## src/ssq_pkg.sv

```systemverilog
/*
 * Constants, types and carriers for the smoke alarm sequencer.
 * Assumes a 100 MHz system clock from which the slow oscillator is built.
 */
package ssq_pkg;

	////////////////////////////////////////////////////////////////////////
	// Clock and oscillator.
	localparam int CLK_MHZ = 100;
	localparam int OSC_LOW_US = 10400;
	localparam int OSC_HIGH_US = 105;
	localparam int OSC_LOW_CYC = OSC_LOW_US * CLK_MHZ;
	localparam int OSC_HIGH_CYC = OSC_HIGH_US * CLK_MHZ;
	localparam int OSC_PER_US = OSC_LOW_US + OSC_HIGH_US;

	localparam int CW = 12;
	typedef logic [CW-1:0] ssq_cnt_type;

	// Converts a nominal time to whole oscillator cycles, at least one.
	function automatic ssq_cnt_type ssq_ms2cyc(input int ms);
		int c;
		c = ms * 1000 / OSC_PER_US;
		return ssq_cnt_type'((c < 1) ? 1 : c);
	endfunction : ssq_ms2cyc

	////////////////////////////////////////////////////////////////////////
	// Periods in oscillator cycles.
	localparam int CHMB_MS = 43000;
	localparam int LED_FAST_MS = 670;
	localparam int LED_HUSH_MS = 10000;
	localparam int SMP_STBY_MS = 10000;
	localparam int SMP_ONE_MS = 2700;
	localparam int SMP_TWO_MS = 1340;
	localparam int SMP_TEST_MS = 336;
	localparam int HORN_ON_MS = 252;
	localparam int HORN_OFF_MS = 84;
	localparam int HUSH_MS = 600000;
	localparam int HUSH_CYC = HUSH_MS * 1000 / OSC_PER_US;

	localparam ssq_cnt_type CHMB_CYC = ssq_ms2cyc(CHMB_MS);
	localparam ssq_cnt_type LED_FAST_CYC = ssq_ms2cyc(LED_FAST_MS);
	localparam ssq_cnt_type LED_HUSH_CYC = ssq_ms2cyc(LED_HUSH_MS);
	localparam ssq_cnt_type SMP_STBY_CYC = ssq_ms2cyc(SMP_STBY_MS);
	localparam ssq_cnt_type SMP_ONE_CYC = ssq_ms2cyc(SMP_ONE_MS);
	localparam ssq_cnt_type SMP_TWO_CYC = ssq_ms2cyc(SMP_TWO_MS);
	localparam ssq_cnt_type SMP_TEST_CYC = ssq_ms2cyc(SMP_TEST_MS);
	localparam ssq_cnt_type HORN_ON_CYC = ssq_ms2cyc(HORN_ON_MS);
	localparam ssq_cnt_type HORN_PER_CYC =
		ssq_cnt_type'(HORN_ON_CYC + ssq_ms2cyc(HORN_OFF_MS));

	// Slots within the 43 s supervision period.
	localparam ssq_cnt_type LED_STBY_OFS = 12'h000;
	localparam ssq_cnt_type BATT_CHIRP_OFS = 12'h000;
	localparam ssq_cnt_type BATT_TEST_OFS = 12'h002;
	localparam ssq_cnt_type CHMB_TEST_OFS = ssq_cnt_type'(CHMB_CYC / 2 - 2);
	localparam ssq_cnt_type CHMB_CHIRP_OFS = ssq_cnt_type'(CHMB_CYC / 2);

	////////////////////////////////////////////////////////////////////////
	// Small counts.
	localparam logic [1:0] IO_SMP_LAST = 2'h3;
	localparam logic [1:0] IO_QUAL_N = 2'h3;
	localparam logic [1:0] DET_N = 2'h3;
	localparam logic [1:0] CHMB_FAIL_N = 2'h2;
	localparam logic [1:0] EXIT_PULSES = 2'h3;

	////////////////////////////////////////////////////////////////////////
	// Types.
	typedef enum logic [2:0] {
		TST_IDLE,
		TST_ARM,
		TST_RUN,
		TST_REL,
		TST_EXIT
	} ssq_tst_type;

	typedef struct packed {
		logic io;
		logic button;
		logic quiet_en;
	} ssq_in_type;

	typedef struct packed {
		logic local_alarm;
		logic remote_alarm;
		logic test_active;
		logic test_pass;
		logic hush_active;
		logic chamber_fault;
		logic batt_low;
	} ssq_status_type;

endpackage : ssq_pkg

```

## src/ssq_sequencer.sv

```systemverilog
/*
 * Smoke alarm sequencer: oscillator, emitter timing, gain selection,
 * indicator, sounder pattern, interconnect filter, hush and push-to-test.
 * Assumes inputs are synchronous levels; the interconnect pin resolves
 * its wire level outside from io_out and io_oe_out.
 */
`timescale 1ns/100ps

// Behaviour
// - Sample interconnect every fourth oscillator cycle when no local alarm or test pass.
// - Remote alarm after three high samples plus one more high cycle.
// - Interconnect low at any moment clears the pending qualification.
// - Local smoke drives interconnect high; qualified high sounds horn.
// - Indicator stays off during a remote alarm.
// - Interconnect input ignored during any local alarm.
// - Emitter never fires while horn or indicator is active.
// - Three consecutive detections give local alarm with boosted low gain.
// - High gain in push-to-test and chamber test; low gain in standby.
// - Battery test never coincides with another test or alarm signal.
// - Indicator 43 s standby, 0.67 s smoke or test pass, 10 s hush.
// - Clock low about 10.4 ms; emitter lasts one clock high phase.
// - Button falling edge restarts ten-minute hush when enabled.
// - Hush never entered when quiet enable is low.
// - Hush selects external comparator reference, otherwise internal.
// - Button high: after one cycle switch to high gain.
// - Push-to-test emitter pulses every 336 ms.
// - Test passes on third consecutive simulated detection.
// - On release normal gain after one cycle, exit after three pulses.
// - Alarm horn pattern 252 ms on, 84 ms off.
// - Local beats remote; alarms suppress warning chirps.
// - Two failed chamber tests give one chirp per period until pass.
module ssq_sequencer
	import ssq_pkg::*;
#(
	parameter int LOW_CYC_P = OSC_LOW_CYC,
	parameter int HIGH_CYC_P = OSC_HIGH_CYC,
	parameter int HUSH_CYC_P = HUSH_CYC
) (
	input wire logic clk_in,
	input wire logic rst_n_in,
	input wire logic io_in,
	input wire logic button_in,
	input wire logic quiet_en_in,
	input wire logic smoke_det_in,
	input wire logic low_batt_in,
	output logic emitter_out,
	output logic io_out,
	output logic io_oe_out,
	output logic led_out,
	output logic sounder_drive_a_out,
	output logic sounder_drive_b_out,
	output logic high_gain_cap_out,
	output logic low_gain_cap_out,
	output logic gain_boost_out,
	output logic ext_ref_sel_out,
	output logic batt_test_out,
	output ssq_status_type status_out
);

	localparam int OW = $clog2(LOW_CYC_P + HIGH_CYC_P);

	if (LOW_CYC_P < 2 || HIGH_CYC_P < 1 || HUSH_CYC_P < 1 ||
		HUSH_CYC_P > 65535) begin : g_chk
		$error("ssq_sequencer: unsupported timing parameters");
	end

	////////////////////////////////////////////////////////////////////////
	// Input synchronisers and oscillator.
	ssq_in_type meta_r, sync_r;
	logic btn_r;
	logic [OW-1:0] osc_cnt_r;
	wire tick = osc_cnt_r == OW'(LOW_CYC_P + HIGH_CYC_P - 1);
	wire [OW-1:0] osc_cnt_nxt = tick ? '0 : osc_cnt_r + 1'b1;
	wire hi_nxt = osc_cnt_nxt >= OW'(LOW_CYC_P);
	wire io_s = sync_r.io;
	wire btn_s = sync_r.button;
	wire qen_s = sync_r.quiet_en;

	always_ff @(posedge clk_in) begin
		if (!rst_n_in) begin
			meta_r <= '0;
			sync_r <= '0;
			osc_cnt_r <= '0;
			btn_r <= 1'b0;
		end else begin
			meta_r <= {io_in, button_in, quiet_en_in};
			sync_r <= meta_r;
			osc_cnt_r <= osc_cnt_nxt;
			if (tick) begin
				btn_r <= btn_s;
			end
		end
	end

	////////////////////////////////////////////////////////////////////////
	// State.
	ssq_tst_type tst_r, tst_nxt;
	ssq_cnt_type mcnt_r, smp_cnt_r, led_cnt_r, hpat_r;
	logic [1:0] det_cnt_r, tdet_cnt_r, fail_cnt_r, exit_cnt_r;
	logic [1:0] io_ph_r, io_q_r;
	logic [15:0] hush_cnt_r;
	logic local_r, remote_r, pass_r, fault_r, blow_r;
	logic fire_r, chmb_r, batt_r, horn_r, led_r, hg_r;

	////////////////////////////////////////////////////////////////////////
	// Results of the cycle now ending.
	wire test_on = tst_r != TST_IDLE;
	wire smp_done = tick & fire_r & ~chmb_r;
	wire chmb_done = tick & fire_r & chmb_r;
	wire det_hit = smp_done & ~test_on & (local_r ? ~smoke_det_in :
		smoke_det_in);
	wire det_full = det_hit & (det_cnt_r == DET_N - 2'h1);
	wire [1:0] det_cnt_nxt = (!smp_done || test_on) ? det_cnt_r :
		(!det_hit || det_full) ? 2'h0 : det_cnt_r + 2'h1;
	wire local_nxt = det_full ? ~local_r : local_r;

	// A unit that is driving the line itself does not listen to it.
	wire io_ign = local_r | pass_r;
	wire io_smp = tick & (io_ph_r == IO_SMP_LAST);
	wire [1:0] io_q_nxt = (io_ign || !io_s) ? 2'h0 :
		(io_smp && io_q_r != IO_QUAL_N) ? io_q_r + 2'h1 : io_q_r;
	wire remote_nxt = io_ign ? 1'b0 :
		(tick && io_q_r == IO_QUAL_N && io_s) ? 1'b1 :
		(io_smp && !io_s) ? 1'b0 : remote_r;

	wire test_start = tick & ~test_on & btn_s;
	wire exit_done = smp_done & (tst_r == TST_EXIT) &
		(exit_cnt_r == EXIT_PULSES - 2'h1);

	always_comb begin
		tst_nxt = tst_r;
		if (tick) begin
			case (tst_r)
				TST_IDLE: tst_nxt = btn_s ? TST_ARM : TST_IDLE;
				TST_ARM: tst_nxt = TST_RUN;
				TST_RUN: tst_nxt = btn_s ? TST_RUN : TST_REL;
				TST_REL: tst_nxt = btn_s ? TST_RUN : TST_EXIT;
				TST_EXIT: begin
					if (btn_s) begin
						tst_nxt = TST_ARM;
					end else if (exit_done) begin
						tst_nxt = TST_IDLE;
					end
				end
				default: tst_nxt = TST_IDLE;
			endcase
		end
	end

	wire test_on_nxt = tst_nxt != TST_IDLE;
	wire pass_hit = smp_done & smoke_det_in & (tst_r == TST_RUN) &
		(tdet_cnt_r == DET_N - 2'h1);
	wire pass_nxt = !test_on_nxt ? 1'b0 : pass_hit ? 1'b1 : pass_r;
	wire [1:0] tdet_nxt = !test_on ? 2'h0 : !smp_done ? tdet_cnt_r :
		!smoke_det_in ? 2'h0 :
		(tdet_cnt_r == DET_N) ? DET_N : tdet_cnt_r + 2'h1;

	// Hush is cleared as soon as the enable drops.
	wire hush_start = tick & btn_r & ~btn_s & qen_s;
	wire hush_on = hush_cnt_r != 16'h0000;
	wire [15:0] hush_nxt = !qen_s ? 16'h0000 :
		hush_start ? 16'(HUSH_CYC_P) :
		(tick && hush_on) ? hush_cnt_r - 16'h0001 : hush_cnt_r;

	////////////////////////////////////////////////////////////////////////
	// Schedule of the coming cycle.
	wire alarm_nxt = local_nxt | remote_nxt | pass_nxt;
	wire fast_nxt = local_nxt | pass_nxt;
	wire ssq_cnt_type mcnt_nxt = (mcnt_r == CHMB_CYC - 1'b1) ? '0 :
		mcnt_r + 1'b1;

	wire ssq_cnt_type smp_per = test_on_nxt ? SMP_TEST_CYC :
		(local_nxt || det_cnt_nxt == 2'h2) ? SMP_TWO_CYC :
		(det_cnt_nxt == 2'h1) ? SMP_ONE_CYC : SMP_STBY_CYC;
	wire smp_reload = smp_done | test_start;
	wire ssq_cnt_type smp_cnt_nxt = smp_reload ? smp_per - 1'b1 :
		(tick && smp_cnt_r != '0) ? smp_cnt_r - 1'b1 : smp_cnt_r;

	wire ssq_cnt_type led_per = fast_nxt ? LED_FAST_CYC : LED_HUSH_CYC;
	// A count left from the slow rate is cut short, so the fast blink
	// starts within one fast period instead of up to ten seconds late.
	wire ssq_cnt_type led_cnt_nxt = !tick ? led_cnt_r :
		(led_cnt_r == '0 || led_cnt_r >= led_per) ? led_per - 1'b1 :
		led_cnt_r - 1'b1;
	wire led_on_nxt = (remote_nxt && !fast_nxt) ? 1'b0 :
		(fast_nxt || hush_on) ? led_cnt_r == '0 :
		mcnt_nxt == LED_STBY_OFS;

	wire ssq_cnt_type hpat_nxt = !alarm_nxt ? '0 : !tick ? hpat_r :
		(hpat_r == HORN_PER_CYC - 1'b1) ? '0 : hpat_r + 1'b1;
	wire horn_on_nxt = alarm_nxt ? hpat_nxt < HORN_ON_CYC :
		(fault_r && mcnt_nxt == CHMB_CHIRP_OFS) ||
		(blow_r && mcnt_nxt == BATT_CHIRP_OFS);

	wire quiet = ~horn_on_nxt & ~led_on_nxt;
	wire chmb_nxt = quiet & ~alarm_nxt & ~test_on_nxt &
		(mcnt_nxt == CHMB_TEST_OFS);
	wire fire_nxt = quiet & (chmb_nxt | smp_cnt_nxt == '0);
	wire batt_nxt = ~fire_nxt & ~alarm_nxt & ~test_on_nxt & quiet &
		(mcnt_nxt == BATT_TEST_OFS);
	// High gain is held through the release cycle, so normal gain comes
	// back one oscillator cycle after the button is let go.
	wire hg_nxt = chmb_nxt | (tst_nxt == TST_RUN) |
		(tst_nxt == TST_REL);

	////////////////////////////////////////////////////////////////////////
	// Sequencer registers.
	always_ff @(posedge clk_in) begin
		if (!rst_n_in) begin
			tst_r <= TST_IDLE;
			local_r <= 1'b0;
			remote_r <= 1'b0;
			pass_r <= 1'b0;
			det_cnt_r <= 2'h0;
			tdet_cnt_r <= 2'h0;
			io_q_r <= 2'h0;
			hush_cnt_r <= 16'h0000;
			smp_cnt_r <= '0;
			led_cnt_r <= '0;
			hpat_r <= '0;
		end else begin
			tst_r <= tst_nxt;
			local_r <= local_nxt;
			remote_r <= remote_nxt;
			pass_r <= pass_nxt;
			det_cnt_r <= det_cnt_nxt;
			tdet_cnt_r <= tdet_nxt;
			io_q_r <= io_q_nxt;
			hush_cnt_r <= hush_nxt;
			smp_cnt_r <= smp_cnt_nxt;
			led_cnt_r <= led_cnt_nxt;
			hpat_r <= hpat_nxt;
		end
	end

	always_ff @(posedge clk_in) begin
		if (!rst_n_in) begin
			mcnt_r <= '0;
			io_ph_r <= 2'h0;
			exit_cnt_r <= 2'h0;
			fail_cnt_r <= 2'h0;
			fault_r <= 1'b0;
			blow_r <= 1'b0;
		end else if (tick) begin
			mcnt_r <= mcnt_nxt;
			io_ph_r <= io_ph_r + 2'h1;
			if (tst_r != TST_EXIT) begin
				exit_cnt_r <= 2'h0;
			end else if (smp_done) begin
				exit_cnt_r <= exit_cnt_r + 2'h1;
			end
			if (chmb_done && smoke_det_in) begin
				fail_cnt_r <= 2'h0;
				fault_r <= 1'b0;
			end else if (chmb_done) begin
				if (fail_cnt_r != CHMB_FAIL_N) begin
					fail_cnt_r <= fail_cnt_r + 2'h1;
				end
				if (fail_cnt_r == CHMB_FAIL_N - 2'h1) begin
					fault_r <= 1'b1;
				end
			end
			if (batt_r) begin
				blow_r <= low_batt_in;
			end
		end
	end

	// Per-cycle schedule; it only changes at the oscillator cycle boundary.
	always_ff @(posedge clk_in) begin
		if (!rst_n_in) begin
			fire_r <= 1'b0;
			chmb_r <= 1'b0;
			batt_r <= 1'b0;
			horn_r <= 1'b0;
			led_r <= 1'b0;
			hg_r <= 1'b0;
		end else if (tick) begin
			fire_r <= fire_nxt;
			chmb_r <= chmb_nxt;
			batt_r <= batt_nxt;
			horn_r <= horn_on_nxt;
			led_r <= led_on_nxt;
			hg_r <= hg_nxt;
		end
	end

	////////////////////////////////////////////////////////////////////////
	// Output flops.
	always_ff @(posedge clk_in) begin
		if (!rst_n_in) begin
			emitter_out <= 1'b0;
			io_out <= 1'b0;
			io_oe_out <= 1'b0;
			led_out <= 1'b0;
			sounder_drive_a_out <= 1'b0;
			sounder_drive_b_out <= 1'b0;
			high_gain_cap_out <= 1'b0;
			low_gain_cap_out <= 1'b0;
			gain_boost_out <= 1'b0;
			ext_ref_sel_out <= 1'b0;
			batt_test_out <= 1'b0;
			status_out <= '0;
		end else begin
			emitter_out <= fire_r & hi_nxt;
			io_out <= 1'b1;
			io_oe_out <= local_r | pass_r;
			led_out <= led_r;
			sounder_drive_a_out <= horn_r;
			sounder_drive_b_out <= horn_r;
			high_gain_cap_out <= hg_r;
			low_gain_cap_out <= ~hg_r;
			gain_boost_out <= local_r & ~hg_r;
			ext_ref_sel_out <= hush_on;
			batt_test_out <= batt_r;
			status_out <= {local_r, remote_r, test_on, pass_r, hush_on,
				fault_r, blow_r};
		end
	end

endmodule : ssq_sequencer

```

## config.mk

```make
export PLATFORM = sky130hd
export DESIGN_NAME = ssq_sequencer
export DESIGN_NICKNAME = d
export VERILOG_FILES = /design/src/ssq_pkg.sv /design/src/ssq_sequencer.sv
export SDC_FILE = /design/constraint.sdc
export NUM_CORES = 1
export LEC_CHECK = 0
export ABC_AREA = 1
export BUFFER_PORTS_ARGS = -buffer_cell sky130_fd_sc_hd__buf_2
export CORE_MARGIN = 2
export CORE_UTILIZATION = 60
export CTS_CLUSTER_SIZE = 12
export DETAILED_ROUTE_END_ITERATION = 10
export MAX_ROUTING_LAYER = met4
export PLACE_DENSITY_LB_ADDON = 0.1
export SKIP_LAST_GASP = 1
export SYNTH_ARGS = -nofsm -noshare
export SYNTH_HDL_FRONTEND = slang
export SYNTH_SLANG_ARGS = --single-unit
```

## constraint.sdc

```tcl
create_clock -name clk_in -period 3.5 [get_ports clk_in]
set_input_delay 0.35 -clock clk_in [delete_from_list [all_inputs] [get_ports clk_in]]
set_output_delay 0.35 -clock clk_in [all_outputs]
set_load 0.02 [all_outputs]
```

* Word-level counts from Yosys, hierarchy flattened
Index checks and enable logic that the tools add are counted.
Word-level totals: flip-flop bits (word level) 134, bits of input ports 7, output and inout bits 18, word-level logic and storage cells 224
Operators by class: $add $sub $neg 14, magnitude comparators 3, equal/unequal tests 24, multiplexer cells 44, bitwise operators 49, reduce and logical (&&, ||, !) cells 42
Operators by type and width (count):
- $mux W12 | 7
- $mux W10 | 4
- $logic_not A12 Y1 | 3
- $mux W16 | 2
- $and A1 B1 Y1 | 28
- $add A12 B1 Y12 const B | 2
- $eq A12 B11 Y1 const B | 2
- $sub A12 B1 Y12 const B | 2
- $sub A10 B1 Y11 const B | 2
- $add A21 B1 Y21 const B | 1
- $eq A21 B21 Y1 const B | 1
- $ge A21 B20 Y1 const B | 1
- $mux W21 | 1
- $mux W2 | 9
- $mux W1 | 16
- $reduce_bool A16 Y1 | 1
- $sub A16 B1 Y16 const B | 1
- $pmux W3 S5 | 1
- $eq A2 B2 Y1 const B | 7
- $not A1 Y1 | 13
- $add A2 B1 Y2 const B | 6
- $eq A12 B12 Y1 const B | 1
- $eq A12 B2 Y1 const B | 1
- $eq A12 B5 Y1 const B | 1
- other kinds (21) | 63

* Logic depth before layout (Yosys ltp)
word-level depth 27, mapped depth 23, mapped depth without buffers 23

* Least setup slack after synthesis
Ideal clock, no wire load.
kind reg2reg, start point reg osc_cnt_r[0], end point reg led_cnt_r[3], library setup time 0.133 ns, data arrival time 2.911 ns, required time 3.367 ns, slack 0.457 ns, cell stages (with the launch flop) 21, buffers on the path 0, clock period less this slack 3.043 ns, cell sequence dfxtp_1 -> ha_1 -> nand3_1 -> nor2_1 -> nand3_2 -> nor2_4 -> nand2_4 -> inv_2 -> nand3_1 -> o21bai_2 -> nand2_2 -> nand2_2 -> inv_2 -> ha_1 -> a31o_2 -> a31oi_1 -> o21ai_0 -> a31oi_1 -> inv_1 -> o311ai_0 -> a21oi_1
On the way: longest elaborated chain between the ends 16, elaborated cells between the ends (all ways) 25, those cells by class add/sub (1); order compare (1); eq/ne (1); mux (9); bitwise (11); reduce/logical (2)
RTL lines:
- start: declaration | line ssq_sequencer.sv:71 | logic [OW-1:0] osc_cnt_r;
- start signal: assignment | line ssq_sequencer.sv:88 | osc_cnt_r <= osc_cnt_nxt;
- $eq A21 B21 Y1 (*) | line ssq_sequencer.sv:72 | wire tick = osc_cnt_r == OW'(LOW_CYC_P + HIGH_CYC_P - 1);
- $and A1 B1 Y1 (2 in series) | line ssq_sequencer.sv:108 | wire smp_done = tick & fire_r & ~chmb_r;
- $and A1 B1 Y1 (2 in series) | line ssq_sequencer.sv:127 | wire exit_done = smp_done & (tst_r == TST_EXIT) &
- $mux W3 | line ssq_sequencer.sv:141 | end else if (exit_done) begin
- $mux W3 | line ssq_sequencer.sv:139 | if (btn_s) begin
- $pmux W3 S5 | line ssq_sequencer.sv:133 | case (tst_r)
- $mux W3 | line ssq_sequencer.sv:132 | if (tick) begin
- $reduce_bool A3 Y1 | line ssq_sequencer.sv:150 | wire test_on_nxt = tst_nxt != TST_IDLE;
- $mux W1 | line ssq_sequencer.sv:153 | wire pass_nxt = !test_on_nxt ? 1'b0 : pass_hit ? 1'b1 : pass_r;
- $or A1 B1 Y1 | line ssq_sequencer.sv:168 | wire fast_nxt = local_nxt | pass_nxt;
- $mux W10 | line ssq_sequencer.sv:179 | wire ssq_cnt_type led_per = fast_nxt ? LED_FAST_CYC : LED_HUSH_CYC;
- $ge A12 B10 Y1 | line ssq_sequencer.sv:183 | (led_cnt_r == '0 || led_cnt_r >= led_per) ? led_per - 1'b1 :
- $logic_or A1 B1 Y1 | line ssq_sequencer.sv:183
- $mux W12 | line ssq_sequencer.sv:183
- end signal: assignment | line ssq_sequencer.sv:231 | led_cnt_r <= led_cnt_nxt;
- end: declaration | line ssq_sequencer.sv:98 | ssq_cnt_type mcnt_r, smp_cnt_r, led_cnt_r, hpat_r;
Mark *: on every way between the ends. The rest lies on a longest branch, timed or not. A chain may end at the register's enable or synchronous reset.

* Final worst setup path
start point reg osc_cnt_r[19], end point reg led_cnt_r[3]
Same word-level chain as after synthesis.

==> run summary <==
Status = finished clean
Synth Warn # = 0
Post-synth EDFFs = 0
Largest net degree at the start of global routing = 53
# setup viols final = 0
Pwr Density = 399 mW/mm²
Die width = 114 µm
Clock root cell = clkbuf_16
Tightest Pin Transition = 0.705 ns
CTS Buf Count = 17
Area grow syn2layout = 14.5%
Die Y-Extent = 114 µm
Critical Path End Type = flip-flop
Routed WL per cell = 13.4 µm
H-tree levels = 4
Critical path class = flip-flop to flip-flop
Vias in the first global route = 6456
Post-Syn Instances = 1090
List of most frequent post-synthesis cells = nand2_1, inv_1, nor2_1
Multi-input gate area = 0.00397 mm²
Core Region = 0.0120 mm²
Post-Synthesis Cell Area = 0.00731 mm²
DRT Pass-1 Iters = 5
DIE AREA = 0.0131 mm²
M2 GR Usage = 0.453
Final ANT Viol Nets = 0
Yosys reg bits = 134
Post-DP HPWL = 12100 µm
Initial antenna violation count = 0
Async set-or-reset flop fraction in the synthesized netlist = 0
Later-pin clock latency in the skew report = 0.42 ns
Fin nets = 1165
Syn avg cell area = 6.71 µm²
Reg clk slew, reported paths = 0.06 ns
Hold Crit Class = input port to flip-flop
CTS tree = built
Ranking of synthesized cells by area = dfxtp_1, nand2_1, inv_1
Reg area = 0.00269 mm²
DR iter-0 viols = 568
Hold Fails Final Rpt = 0
Clk sinks = 134
MaxCap Viol Count = 0
Routing usage on met3 = 0.0614
Hold Slack = 0.108 ns
Largest fanout on the critical path = 6
Layout cells sized above 1 = 0.122
Period utilization = 0.951
Vias/cell = 5.42
Required time of the critical path = 3.78 ns
Post-synth top area cell = dfxtp_1
Peak VDD IR = 0.000396 V
Cell with the most instances after synthesis = nand2_1
Final Slew Violations = 0
Met1 global-route usage = 0.359
Total GRT Usage = 0.284
DRC viols = 0
Final Core Density = 0.700
Post-synth top area share = 0.367
# IOs = 25
Static leakage = 3.77 nW
Minimum clock period = 3.33 ns
Remaining global-route overflow = 0
Mapped Nets = 1120
Slew HR = 0.529
Via count = 7018
Commonest register cell after synthesis = dfxtp_1
Layer with the highest usage = met2
CP Launch Type = flip-flop
Sequential-to-total area share from yosys stat = 0.367
Starting Density = 0.611
Total wire length = 17300 µm
Yosys cell types = 47
FILL cells = 992
# hold bufs at CTS = 0
Clock tree buffer depth = 2
Clock Skew = 0.00898 ns
# diodes = 0
Arr. time, crit path = 3.61 ns
RePlAce Congestion = 0.944
First-pass GRT wire length = 29100 µm
Rows = 40
Number of I/O port buffers = 24
Fmax = 300 MHz
## registers in the layout, summed over array words and instances, names as in the netlist, 2 cells and up
name        flops
io_q_r          2
smp_cnt_r      12
mcnt_r         12
osc_cnt_r      21
hush_cnt_r     16
io_ph_r         2
tdet_cnt_r      2
hpat_r         12
tst_r           3
exit_cnt_r      2
status_out      7
led_cnt_r      12
det_cnt_r       2
meta_r          3
fail_cnt_r      2
## stage by stage
| stage | setup TNS [ns] | total power [mW] | setup WS, ns | cell area [µm²] | cells |
|---|---|---|---|---|---|
| 6_report | 0 | 3.34 | 0.171 | 8370 | 1295 |
| 5_1_grt | -0.0764 | 3.43 | -0.0764 | 8370 | 1295 |
| 4_1_cts | 0 | 3.35 | 0.131 | 8180 | 1282 |
| 3_5_place_dp | 0 | 1.62 | 0.161 | 7600 | 1250 |
| 3_3_place_gp | 0 | 1.62 | 0.291 | 7600 | 1250 |
| 2_1_floorplan | 0 | 1.60 | 0.457 | 7310 | 1090 |
## cell type report
class,count,area share
well taps,147,0.0220
clock buffers,20,0.0546
clock inverters,12,0.0151
repair buffers,48,0.0359
multi-input cells,763,0.475
inverters,171,0.0767
flip-flops and latches,134,0.321
## cells by family after synthesis
group / synth area share
buf+inv: 0.101
compound gates: 0.113
xor+xnor: 0.0371
flops: 0.367
simple gates: 0.342
fa+ha+maj: 0.0394
## per-layer routing
layer / vias to the layer above / routed length (µm)
met5: - / 0
met2: 173 / 8080
met1: 3178 / 8130
met4: 0 / 306
met3: 28 / 799
li1: 3639 / -
## critical path: stages (launching register included)
cell and delay, ns:
dfxtp_1 0.33, nor2_2 0.15, nand2_1 0.11, nor2_4 0.14, nand3_4 0.13, nor2_4 0.18, nand2_4 0.09, nor2_4 0.14
nand2_1 0.06, nand2_1 0.07, nand2_2 0.09, inv_2 0.12, nand2_4 0.07, inv_2 0.07, ha_1 0.22, a31o_2 0.24
a31oi_1 0.17, o21ai_1 0.08, a31oi_1 0.21, inv_1 0.13, o311ai_1 0.29, a21oi_1 0.10
## path summary, 6_finish.rpt
| kind | cells after the start | end | startpoint | slack, ns |
|---|---|---|---|---|
| setup / recovery | 21 | led_cnt_r[3] | osc_cnt_r[19] | 0.17 |
| hold / removal | 3 | meta_r[2] | io_in | 0.11 |
| setup reg to reg | 21 | led_cnt_r[3] | osc_cnt_r[19] | 0.17 |
| hold reg to reg | 2 | io_s | meta_r[2] | 0.41 |
## report_power, final
part           switching, mW  internal, mW  total (mW)
combinational         0.0365        0.0144      0.0508
clock                  0.665          1.08        1.75
sequential           0.00523          1.53        1.54
## timing repair
action                     CTS  global route
setup endpoints to repair    0            12
gates resized for setup      0            29
buffers inserted             0            13
## cells in the final DEF (no fill, tap or decap), drive strengths merged, types with 2 or more instances in the layout
cell type  Yosys  layout
a211oi         7       7
a21oi         46      46
a31oi         14      14
buf            9      48
bufinv         0       2
clkbuf        13      20
clkinv         1       8
clkinvlp       0       2
dfxtp        134     134
ha            23      23
inv          170     171
nand2        234     234
nand3         77      77
nand3b         4       4
nand4         29      29
nor2         162     162
nor3          38      38
nor3b          3       3
nor4          11      11
o211ai         2       2
o21ai         59      59
o21bai         2       2
o22ai         10      10
or2            2       2
xnor2          8       8
xor2          23      23
Note: power is estimated with default switching activity, not from simulation.
